--- src/fesc_pkg.sv ---
/*
 * Package for the flash erase-suspend controller: states, widths and
 * timing counts.
 * Assumes a single 20 MHz clock shared with the rest of the MCU.
 */
package fesc_pkg;
    // ****************************************************************
    // Timing
    // ****************************************************************
    localparam int unsigned CLK_PERIOD_NS       = 50;
    localparam int unsigned SUSPEND_LATENCY_NS  = 20000;
    localparam int unsigned SUSPEND_LATENCY_CYC =
        (SUSPEND_LATENCY_NS + CLK_PERIOD_NS - 1) / CLK_PERIOD_NS;
    localparam int unsigned ERASE_TIME_CYC      = 2000;
    localparam int unsigned CNT_W               = 12;

    // ****************************************************************
    // Widths and reset values
    // ****************************************************************
    localparam int unsigned ID_W      = 56;
    localparam int unsigned BLK_W     = 3;
    localparam int unsigned PADDR_W   = 16;
    localparam int unsigned PDATA_W   = 8;
    localparam logic        RST_REQ   = 1'b0;

    // ****************************************************************
    // Erase sequencer states
    // ****************************************************************
    typedef enum logic [3:0] {
        FESC_IDLE    = 4'b0001,
        FESC_ERASE   = 4'b0010,
        FESC_PENDING = 4'b0100,
        FESC_SUSP    = 4'b1000
    } fesc_state_t;
endpackage

--- src/fesc_ctrl.sv ---
/*
 * Flash erase-suspend controller with programmer access gating.
 * Assumes all inputs are synchronous to ref_clk; the flash array, the
 * serial programmer protocol and the command decoder live outside.
 */
// Overview of operation
// - Compare received programmer ID codes with stored codes, report match.
// - Single-wire serial mode uses the mode pin as bidirectional data.
// - Parallel mode takes command, address, data and returns read data.
// - Code protection refuses parallel read and rewrite requests.
// - Interrupt ack during suspendable erase sets suspend request if enabled.
// - Erase halts only after the fixed suspend latency elapses.
// - While suspended, every block except the interrupted one is usable.
// - Writing 0 to the suspend request resumes the interrupted erase.
// - Without suspend, interrupts are serviced while erase keeps running.
// - Suspension begins only if erase suspend enable is 1 as the latency wait starts.
// - Suspended status flag reads 1 while erase is suspended.
`timescale 1ns/1ps
module fesc_ctrl (
    input  wire logic                          ref_clk,
    input  wire logic                          resetn,
    input  wire logic                          erase_start,
    input  wire logic [fesc_pkg::BLK_W-1:0]    erase_block,
    input  wire logic                          erase_suspend_enable,
    input  wire logic                          irq_auto_suspend_enable,
    input  wire logic                          req_write,
    input  wire logic                          req_value,
    input  wire logic                          irq_ack,
    input  wire logic                          acc_req,
    input  wire logic [fesc_pkg::BLK_W-1:0]    acc_block,
    output logic                               acc_grant_ff,
    output logic                               erase_busy_ff,
    output logic                               erase_done_ff,
    output logic                               erase_suspend_request_ff,
    output logic                               suspended_status_flag_ff,
    input  wire logic                          id_valid,
    input  wire logic [fesc_pkg::ID_W-1:0]     id_rx,
    input  wire logic [fesc_pkg::ID_W-1:0]     id_stored,
    output logic                               id_match_ff,
    output logic                               id_checked_ff,
    input  wire logic                          mode_pin_in,
    output logic                               mode_pin_out_ff,
    output logic                               mode_pin_oe_n_ff,
    input  wire logic                          sio_tx_en,
    input  wire logic                          sio_tx_bit,
    output logic                               sio_rx_bit_ff,
    output logic                               serial_2wire_ff,
    input  wire logic                          par_mode,
    input  wire logic                          code_protect,
    input  wire logic                          par_rd,
    input  wire logic                          par_wr,
    input  wire logic [fesc_pkg::PADDR_W-1:0]  par_addr,
    input  wire logic [fesc_pkg::PDATA_W-1:0]  par_wdata,
    input  wire logic [fesc_pkg::PDATA_W-1:0]  flash_rdata,
    output logic [fesc_pkg::PDATA_W-1:0]       par_rdata_ff,
    output logic                               flash_rd_ff,
    output logic                               flash_wr_ff,
    output logic [fesc_pkg::PADDR_W-1:0]       flash_addr_ff,
    output logic [fesc_pkg::PDATA_W-1:0]       flash_wdata_ff,
    output logic                               par_refused_ff
);
    import fesc_pkg::*;

    fesc_state_t            state_ff;
    fesc_state_t            nxt_state;
    logic [CNT_W-1:0]       lat_cnt_ff;
    logic [CNT_W-1:0]       erase_cnt_ff;
    logic [BLK_W-1:0]       blk_ff;
    logic                   strap_done_ff;

    // Erase is in a state where a suspend may still be pending or taken
    function automatic logic erasing(input fesc_state_t s);
        return (s == FESC_ERASE) || (s == FESC_PENDING);
    endfunction

    // ****************************************************************
    // Suspend request bit
    // ****************************************************************
    // Auto set on interrupt ack beats a software clear in the same cycle,
    // so an interrupt arriving during the clear is never lost.
    always_ff @(posedge ref_clk or negedge resetn) begin
        if (!resetn) begin
            erase_suspend_request_ff <= RST_REQ;
        end else if (irq_ack && irq_auto_suspend_enable
                     && erase_suspend_enable && erasing(state_ff)) begin
            erase_suspend_request_ff <= 1'b1;
        end else if (req_write) begin
            erase_suspend_request_ff <= req_value;
        end
    end

    // ****************************************************************
    // Erase sequencer
    // ****************************************************************
    // Next state; without enable a request never starts the latency wait, so
    // interrupts simply run beside the ongoing erase.
    always_comb begin
        nxt_state = state_ff;
        unique case (state_ff)
            FESC_IDLE: begin
                if (erase_start) begin
                    nxt_state = FESC_ERASE;
                end
            end
            FESC_ERASE: begin
                if (erase_cnt_ff == CNT_W'(ERASE_TIME_CYC - 1)) begin
                    nxt_state = FESC_IDLE;
                end else if (erase_suspend_request_ff
                             && erase_suspend_enable) begin
                    nxt_state = FESC_PENDING;
                end
            end
            FESC_PENDING: begin
                if (!erase_suspend_request_ff) begin
                    nxt_state = FESC_ERASE;
                end else if (lat_cnt_ff ==
                             CNT_W'(SUSPEND_LATENCY_CYC - 1)) begin
                    nxt_state = FESC_SUSP;
                end
            end
            FESC_SUSP: begin
                if (!erase_suspend_request_ff) begin
                    nxt_state = FESC_ERASE;
                end
            end
        endcase
    end

    always_ff @(posedge ref_clk or negedge resetn) begin
        if (!resetn) begin
            state_ff <= FESC_IDLE;
        end else begin
            state_ff <= nxt_state;
        end
    end

    // Erase keeps progressing during the latency window; only the
    // suspended state freezes the counter, so resume picks up in place.
    always_ff @(posedge ref_clk or negedge resetn) begin
        if (!resetn) begin
            erase_cnt_ff <= '0;
            lat_cnt_ff   <= '0;
            blk_ff       <= '0;
        end else begin
            if (state_ff == FESC_IDLE && erase_start) begin
                erase_cnt_ff <= '0;
                blk_ff       <= erase_block;
            end else if (erasing(state_ff)) begin
                erase_cnt_ff <= erase_cnt_ff + CNT_W'(1);
            end
            if (state_ff == FESC_PENDING) begin
                lat_cnt_ff <= lat_cnt_ff + CNT_W'(1);
            end else begin
                lat_cnt_ff <= '0;
            end
        end
    end

    // Busy, done and suspended flag are registered from nxt_state and so match the state; grant follows one cycle later
    always_ff @(posedge ref_clk or negedge resetn) begin
        if (!resetn) begin
            erase_busy_ff            <= 1'b0;
            erase_done_ff            <= 1'b0;
            suspended_status_flag_ff <= 1'b0;
            acc_grant_ff             <= 1'b0;
        end else begin
            erase_busy_ff            <= (nxt_state != FESC_IDLE);
            erase_done_ff            <= (state_ff == FESC_ERASE)
                                        && (nxt_state == FESC_IDLE);
            suspended_status_flag_ff <= (nxt_state == FESC_SUSP);
            // The interrupted block stays locked out while suspended
            acc_grant_ff <= acc_req && (state_ff == FESC_SUSP)
                            && (acc_block != blk_ff);
        end
    end

    // ****************************************************************
    // Programmer access
    // ****************************************************************
    // ID comparison registered once per presented code set
    always_ff @(posedge ref_clk or negedge resetn) begin
        if (!resetn) begin
            id_match_ff   <= 1'b0;
            id_checked_ff <= 1'b0;
        end else begin
            id_checked_ff <= id_valid;
            if (id_valid) begin
                id_match_ff <= (id_rx == id_stored);
            end
        end
    end

    // Mode strap caught on the first clock after reset release
    always_ff @(posedge ref_clk or negedge resetn) begin
        if (!resetn) begin
            strap_done_ff   <= 1'b0;
            serial_2wire_ff <= 1'b0;
        end else if (!strap_done_ff) begin
            strap_done_ff   <= 1'b1;
            serial_2wire_ff <= !mode_pin_in;
        end
    end

    // Mode pin as shared serial data; enable low while driving
    always_ff @(posedge ref_clk or negedge resetn) begin
        if (!resetn) begin
            mode_pin_out_ff  <= 1'b1;
            mode_pin_oe_n_ff <= 1'b1;
            sio_rx_bit_ff    <= 1'b1;
        end else begin
            mode_pin_out_ff  <= sio_tx_bit;
            mode_pin_oe_n_ff <= !(sio_tx_en && strap_done_ff
                                  && !serial_2wire_ff);
            sio_rx_bit_ff    <= mode_pin_in;
        end
    end

    // Parallel port: protection blocks both reads and rewrites
    always_ff @(posedge ref_clk or negedge resetn) begin
        if (!resetn) begin
            flash_rd_ff    <= 1'b0;
            flash_wr_ff    <= 1'b0;
            flash_addr_ff  <= '0;
            flash_wdata_ff <= '0;
            par_rdata_ff   <= '0;
            par_refused_ff <= 1'b0;
        end else begin
            flash_rd_ff    <= par_mode && par_rd && !code_protect;
            flash_wr_ff    <= par_mode && par_wr && !code_protect;
            par_refused_ff <= par_mode && (par_rd || par_wr)
                              && code_protect;
            flash_addr_ff  <= par_addr;
            flash_wdata_ff <= par_wdata;
            par_rdata_ff   <= code_protect ? '0 : flash_rdata;
        end
    end

    // ****************************************************************
    // Checks
    // ****************************************************************
    a_auto_req_set: assert property (@(posedge ref_clk) disable iff (!resetn)
        irq_ack && irq_auto_suspend_enable && erase_suspend_enable
        && erasing(state_ff) |=> erase_suspend_request_ff)
        else $error("auto suspend request not set");
    a_latency_wait: assert property (@(posedge ref_clk) disable iff (!resetn)
        state_ff == FESC_ERASE && nxt_state == FESC_PENDING
        |=> !suspended_status_flag_ff [*2])
        else $error("suspend taken before latency");
    a_no_susp_off: assert property (@(posedge ref_clk) disable iff (!resetn)
        state_ff == FESC_ERASE && !erase_suspend_enable
        |=> state_ff != FESC_PENDING)
        else $error("suspend without enable");
    a_flag_state: assert property (@(posedge ref_clk) disable iff (!resetn)
        suspended_status_flag_ff == (state_ff == FESC_SUSP))
        else $error("suspend flag mismatch");
    a_resume_clear: assert property (@(posedge ref_clk) disable iff (!resetn)
        state_ff == FESC_SUSP && !erase_suspend_request_ff
        |=> !suspended_status_flag_ff && state_ff == FESC_ERASE)
        else $error("resume failed");
    a_resume_block: assert property (@(posedge ref_clk) disable iff (!resetn)
        state_ff == FESC_SUSP |=> $stable(blk_ff)
        && $stable(erase_cnt_ff))
        else $error("erase progress lost in suspend");
    a_block_locked: assert property (@(posedge ref_clk) disable iff (!resetn)
        acc_req && acc_block == blk_ff |=> !acc_grant_ff)
        else $error("interrupted block accessed");
    a_protect_rd: assert property (@(posedge ref_clk) disable iff (!resetn)
        code_protect |=> !flash_rd_ff && !flash_wr_ff)
        else $error("protected flash accessed");
    a_id_match: assert property (@(posedge ref_clk) disable iff (!resetn)
        id_valid |=> id_checked_ff && id_match_ff
        == ($past(id_rx) == $past(id_stored)))
        else $error("id compare wrong");
    a_par_access: assert property (@(posedge ref_clk) disable iff (!resetn)
        par_mode && par_wr && !code_protect |=> flash_wr_ff)
        else $error("parallel write dropped");
endmodule

--- config.mk ---
export PLATFORM = sky130hd
export DESIGN_NAME = fesc_ctrl
export DESIGN_NICKNAME = d
export VERILOG_FILES = /design/src/fesc_pkg.sv /design/src/fesc_ctrl.sv
export SDC_FILE = /design/constraint.sdc
export NUM_CORES = 1
export LEC_CHECK = 0
export ABC_AREA = 1
export ABC_CLOCK_PERIOD_IN_PS = 2100
export BUFFER_PORTS_ARGS = -buffer_cell sky130_fd_sc_hd__buf_2
export CAP_MARGIN = 15
export CELL_PAD_IN_SITES_DETAIL_PLACEMENT = 1
export CELL_PAD_IN_SITES_GLOBAL_PLACEMENT = 1
export CORE_AREA = 2 2 121 123
export DETAILED_ROUTE_END_ITERATION = 6
export DIE_AREA = 0 0 123 125
export HOLD_SLACK_MARGIN = 0.03
export PLACE_DENSITY = 0.74
export SYNTH_ARGS = -nofsm -noshare
export SYNTH_HDL_FRONTEND = slang
export SYNTH_SLANG_ARGS = --single-unit
--- constraint.sdc ---
create_clock -name ref_clk -period 2.1 [get_ports ref_clk]
set_input_delay 0.21 -clock ref_clk [delete_from_list [all_inputs] [get_ports ref_clk]]
set_output_delay 0.21 -clock ref_clk [all_outputs]
set_load 0.005 [all_outputs]
* Yosys cells after proc, flatten, opt, wreduce, memory -nomap -nowiden
Cells that the tools add are included.
Storage, ports and cells: register bits after elaboration 78, bits in latches 0, bits in writable memories 0, memory bits (read-only) 0, output and inout bits 46, word-level logic and storage cells 72, memories kept 0
Operators by class: add/subtract/negate cells 2, multipliers 0, div/mod/pow operators 0, magnitude comparators 0, equality and inequality tests 11, shift-type cells 0, muxes and demuxes 13, bitwise gates (word level) 0, reduce and logical (&&, ||, !) cells 24
Operators by type and width (count):
- $eq 56x56->1 | 1
- $mux 12 | 3
- $add 12x1->12 const B | 2
- $mux 4 | 6
- $logic_and 1x1->1 | 16
- $pmux 4 s4 | 1
- $eq 12x11->1 const B | 1
- $eq 12x9->1 const B | 1
- $eq 4x1->1 const B | 2
- $eq 4x4->1 const B | 2
- $mux 8 | 1
- $eq 4x2->1 const B | 1
- $eq 4x3->1 const B | 1
- $logic_not 1->1 | 4
- $ne 4x1->1 const B | 1
- $reduce_bool 2->1 | 2
- $ne 3x3->1 | 1
- $logic_or 1x1->1 | 2
- $mux 1 | 2

* Logic depth before layout (Yosys ltp)
word-level depth 6, gate-level depth with buffers 11, gate-level depth less buffers 11

* Least setup slack after synthesis
Ideal clock, no wire load.
path kind register -> register, start register erase_cnt_ff[0], end register erase_busy_ff, library setup time 0.119 ns, data arrival time 1.290 ns, path slack 0.692 ns, stages on the path, launching flop included 9, clock period less this slack 1.408 ns, cell sequence dfrtp_1 -> ha_1 -> nand2_1 -> nor2_2 -> nand4_1 -> nor2_1 -> a21oi_1 -> nor2_1 -> nand2_1
On the way: word-level cells in the longest chain between the ends 4
RTL lines:
- from (decl) | line fesc_ctrl.sv:67 | logic [CNT_W-1:0] erase_cnt_ff;
- from (signal assigned) | line fesc_ctrl.sv:149 | erase_cnt_ff <= erase_cnt_ff + CNT_W'(1);
- $eq 12x11->1 | line fesc_ctrl.sv:106 | if (erase_cnt_ff == CNT_W'(ERASE_TIME_CYC - 1)) begin
- $mux 4 | line fesc_ctrl.sv:106
- $pmux 4 s4 | line fesc_ctrl.sv:99 | unique case (state_ff)
- $ne 4x1->1 | line fesc_ctrl.sv:167 | erase_busy_ff <= (nxt_state != FESC_IDLE);
- to (signal assigned) | line fesc_ctrl.sv:167
- to (decl) | line fesc_ctrl.sv:32 | output logic erase_busy_ff,
Every way passes these cells. A chain may end at the register's enable or synchronous reset.

* Final worst setup path
start register state_ff[3], end register erase_cnt_ff[7]
On the way: word-level cells in the longest chain between the ends 3
RTL lines:
- from (decl) | line fesc_ctrl.sv:64 | fesc_state_t state_ff;
- from (signal assigned) | line fesc_ctrl.sv:133 | state_ff <= nxt_state;
- $eq 4x1->1 (tied with other cells) | line fesc_ctrl.sv:145 | if (state_ff == FESC_IDLE && erase_start) begin
- $logic_and 1x1->1 or $logic_or 1x1->1 (tied branches) | line fesc_ctrl.sv:145, fesc_ctrl.sv:73
- $mux 12 or $reduce_bool 2->1 (tied branches)
Several ways; a longest one is shown, not always the timed one.

==> summary.txt <==
Setup WS post-layout = 0.380 ns
largest net degree at the start of global routing = 41
M3 GR Usage = 4.79%
Crit Path Max Fanout = 11
CP required = 2.36 ns
ant diodes = 0
DIE HEIGHT = 125 µm
hold_sp = flash_rdata[4]
Routed WL = 13.9 mm
Worst slew margin = 64.2%
H-tree Lvls = 3
Worst Reg-to-Reg Cells = 9
final-stage net count = 1010
crit path from = state_ff[3]
total grt overflow = 0
Top FF cell, synth = dfrtp_1
total negative setup slack = 0 ns
Via density = 4.35
most common cell in the netlist = nand2_1
I/O pin cnt = 213
slew at the pin closest to its max-slew limit = 0.537 ns
Crit. End Element = flip-flop
cell taking the most area after synthesis = dfrtp_1
max-slew violations = 0
Max-cap violations = 0
hpwl dp = 11.4 mm
DRC = 0
Commonest cells post-synth = 196 x nand2_1, 120 x inv_1, 79 x nor2_1
antenna violations before repair = 0
Worst-Skew Late Latency = 0.33 ns
fraction of layout cells with a size suffix above 1 = 29.7%
drt wl/cell = 13.5 µm
number of global-route vias before repair = 4764
total power = 4.59 mW
Cell Rows = 44
total number of vias = 4478
Final min period = 1.72 ns
Worst Hold Path Cells = 3
EDFF count, synth = 0
Arrival @ worst endpoint = 1.98 ns
Pleak = 3.55 nW
Layout area overhead = 45.9%
CTS root buffer = clkbuf_16
Post-Synthesis Cells = 589
Max Fclk = 582 MHz
reg2reg start = state_ff[3]
Pwr per Cell Area = 756 nW/µm²
clock sinks = 78
fill cell count = 1874
DR pass1 iterations = 4
CP Launch Type = flip-flop
worst vdd ir = 0.354 mV
RD Place Congestion = 0.843
Final ANT Viol Nets = 0
GRT busiest layer = met2
post-synth top area share = 44.5%
critical path start-end classification = reg -> reg
share of flip-flops with an asynchronous set or reset = 100%
sequential fraction of the synthesis area = 47.0%
Max Clock Skew = 0.00774 ns
GRT Total Usage = 18.8%
Post-CTS Resized = 0
final setup fails = 0
Final Hold Vio Count = 0
status = finished clean
DIE AREA = 15400 µm²
FF+latch count, synth = 78
Post-Syn Nets = 758
initial core utilization = 29.3%
RSZ-0062 raised after global routing = no
PortBufs = 212
part of the cycle the worst path needs = 81.9%
Die Wd = 123 µm
worst hold path class = in -> reg
syn_area_per_cell = 7.06 µm²
ranking of synthesized cells by area = dfrtp_1 45%, nand2_1 18%, inv_1 11%
routing usage on met2 = 34.7%
Post-CTS Setup Inserts = 0
core box area = 14200 µm²
synthesized area = 4160 µm²
met1 Use GR = 20.9%
CTS tree = done
pre-CTS setup slack = 0.405 ns
Yosys cell types = 34
first-pass GRT wire length = 22.6 mm
Final Cell Area = 6070 µm²
clock-pin slew on the worst setup and hold paths = 0.06 ns
Num CTS Buffers = 9
DRT iter0 DRCs = 151
buffer depth of the longest clock path = 2
Warnings, synthesis = 0
Placement Cell Area = 5470 µm²
-- metal layers --
metal  wire [µm]  vias up
met2        7310      146
met4         270        0
met3         856       19
met5           0        -
li1            -     2255
met1        5470     2058
-- worst paths after layout --
kind	slack, ns	end
max	0.38	erase_cnt_ff[7]
min	0.07	par_rdata_ff[4]
max reg2reg	0.38	erase_cnt_ff[7]
min reg2reg	0.46	lat_cnt_ff[0]
max in group asynchronous	1.08	mode_pin_out_ff
min in group asynchronous	0.41	suspended_status_flag_ff
-- cell usage in the layout, fill, tap and decap left out, types with 10 or more instances in the layout --
cell / synthesis / routed
a21oi_1: 14 / 14
nor3_1: 10 / 10
buf_2: 1 / 211
nand4_1: 10 / 10
nand3_1: 18 / 18
nand2_1: 196 / 196
dfrtp_1: 74 / 74
inv_1: 120 / 120
nor2_1: 79 / 79
dlygate4sd3_1: 0 / 29
o21ai_0: 19 / 19
-- flip-flops by register name, indices dropped and copies added (netlist names), 3 cells and up --
signal	flops
state_ff	4
erase_cnt_ff	12
lat_cnt_ff	12
par_rdata_ff	8
blk_ff	3
flash_addr_ff	16
flash_wdata_ff	8
-- power breakdown --
| part | switching [mW] | internal (mW) |
|---|---|---|
| Combinational | 0.700 | 0.458 |
| Clock | 0.618 | 1.03 |
| Sequential | 0.130 | 1.65 |
-- cell families (layout without fill, tap and decap cells) --
family	after synthesis	after routing	synth area share (%)
AOI/OAI and AO/OA	41	41	5.38
xor gates and xnor gates	13	13	2.74
adders and majority gates	2	2	0.601
buffers and inverters	125	381	11.5
DFF	78	78	47.0
muxes	1	1	0.241
other	1	1	0.0901
and+or+nand+nor	328	328	32.4
-- critical path, cell delays in order, from the launching register on --
cell and delay (ns):
dfrtp_1 0.44, nor2_1 0.17, nand3_1 0.15, nand2_2 0.26
inv_2 0.11, nand2_2 0.13, inv_2 0.10, o21ai_1 0.12
nand2_1 0.06, nor2_1 0.10
-- repair_timing --
item | 4_1_cts | 5_1_grt
hold buffers | 29 | 0
endpoints found under the setup margin | 0 | 0
hold endpoints to repair | 63 | 0
-- cell type report --
type / instances / area, µm² / share of cell area (%)
inverters: 122 / 458 / 7.54
well taps: 184 / 230 / 3.79
clock buffers: 9 / 225 / 3.71
flip-flops and latches: 78 / 1960 / 32.2
multi-input cells: 386 / 1730 / 28.4
clock inverters: 6 / 86.3 / 1.42
repair buffers: 244 / 1390 / 22.9
-- stage by stage --
stage                     instances  utilization [%]  hold slack (ns)
after floorplan                 589                -          -0.0856
after global placement          985             38.5            0.226
after detailed placement        985             38.5            0.237
after CTS                      1029             42.7           0.0665
after global routing           1029             42.7           0.0630
final                          1029             42.7           0.0695
(Power assumes the default switching activity.)
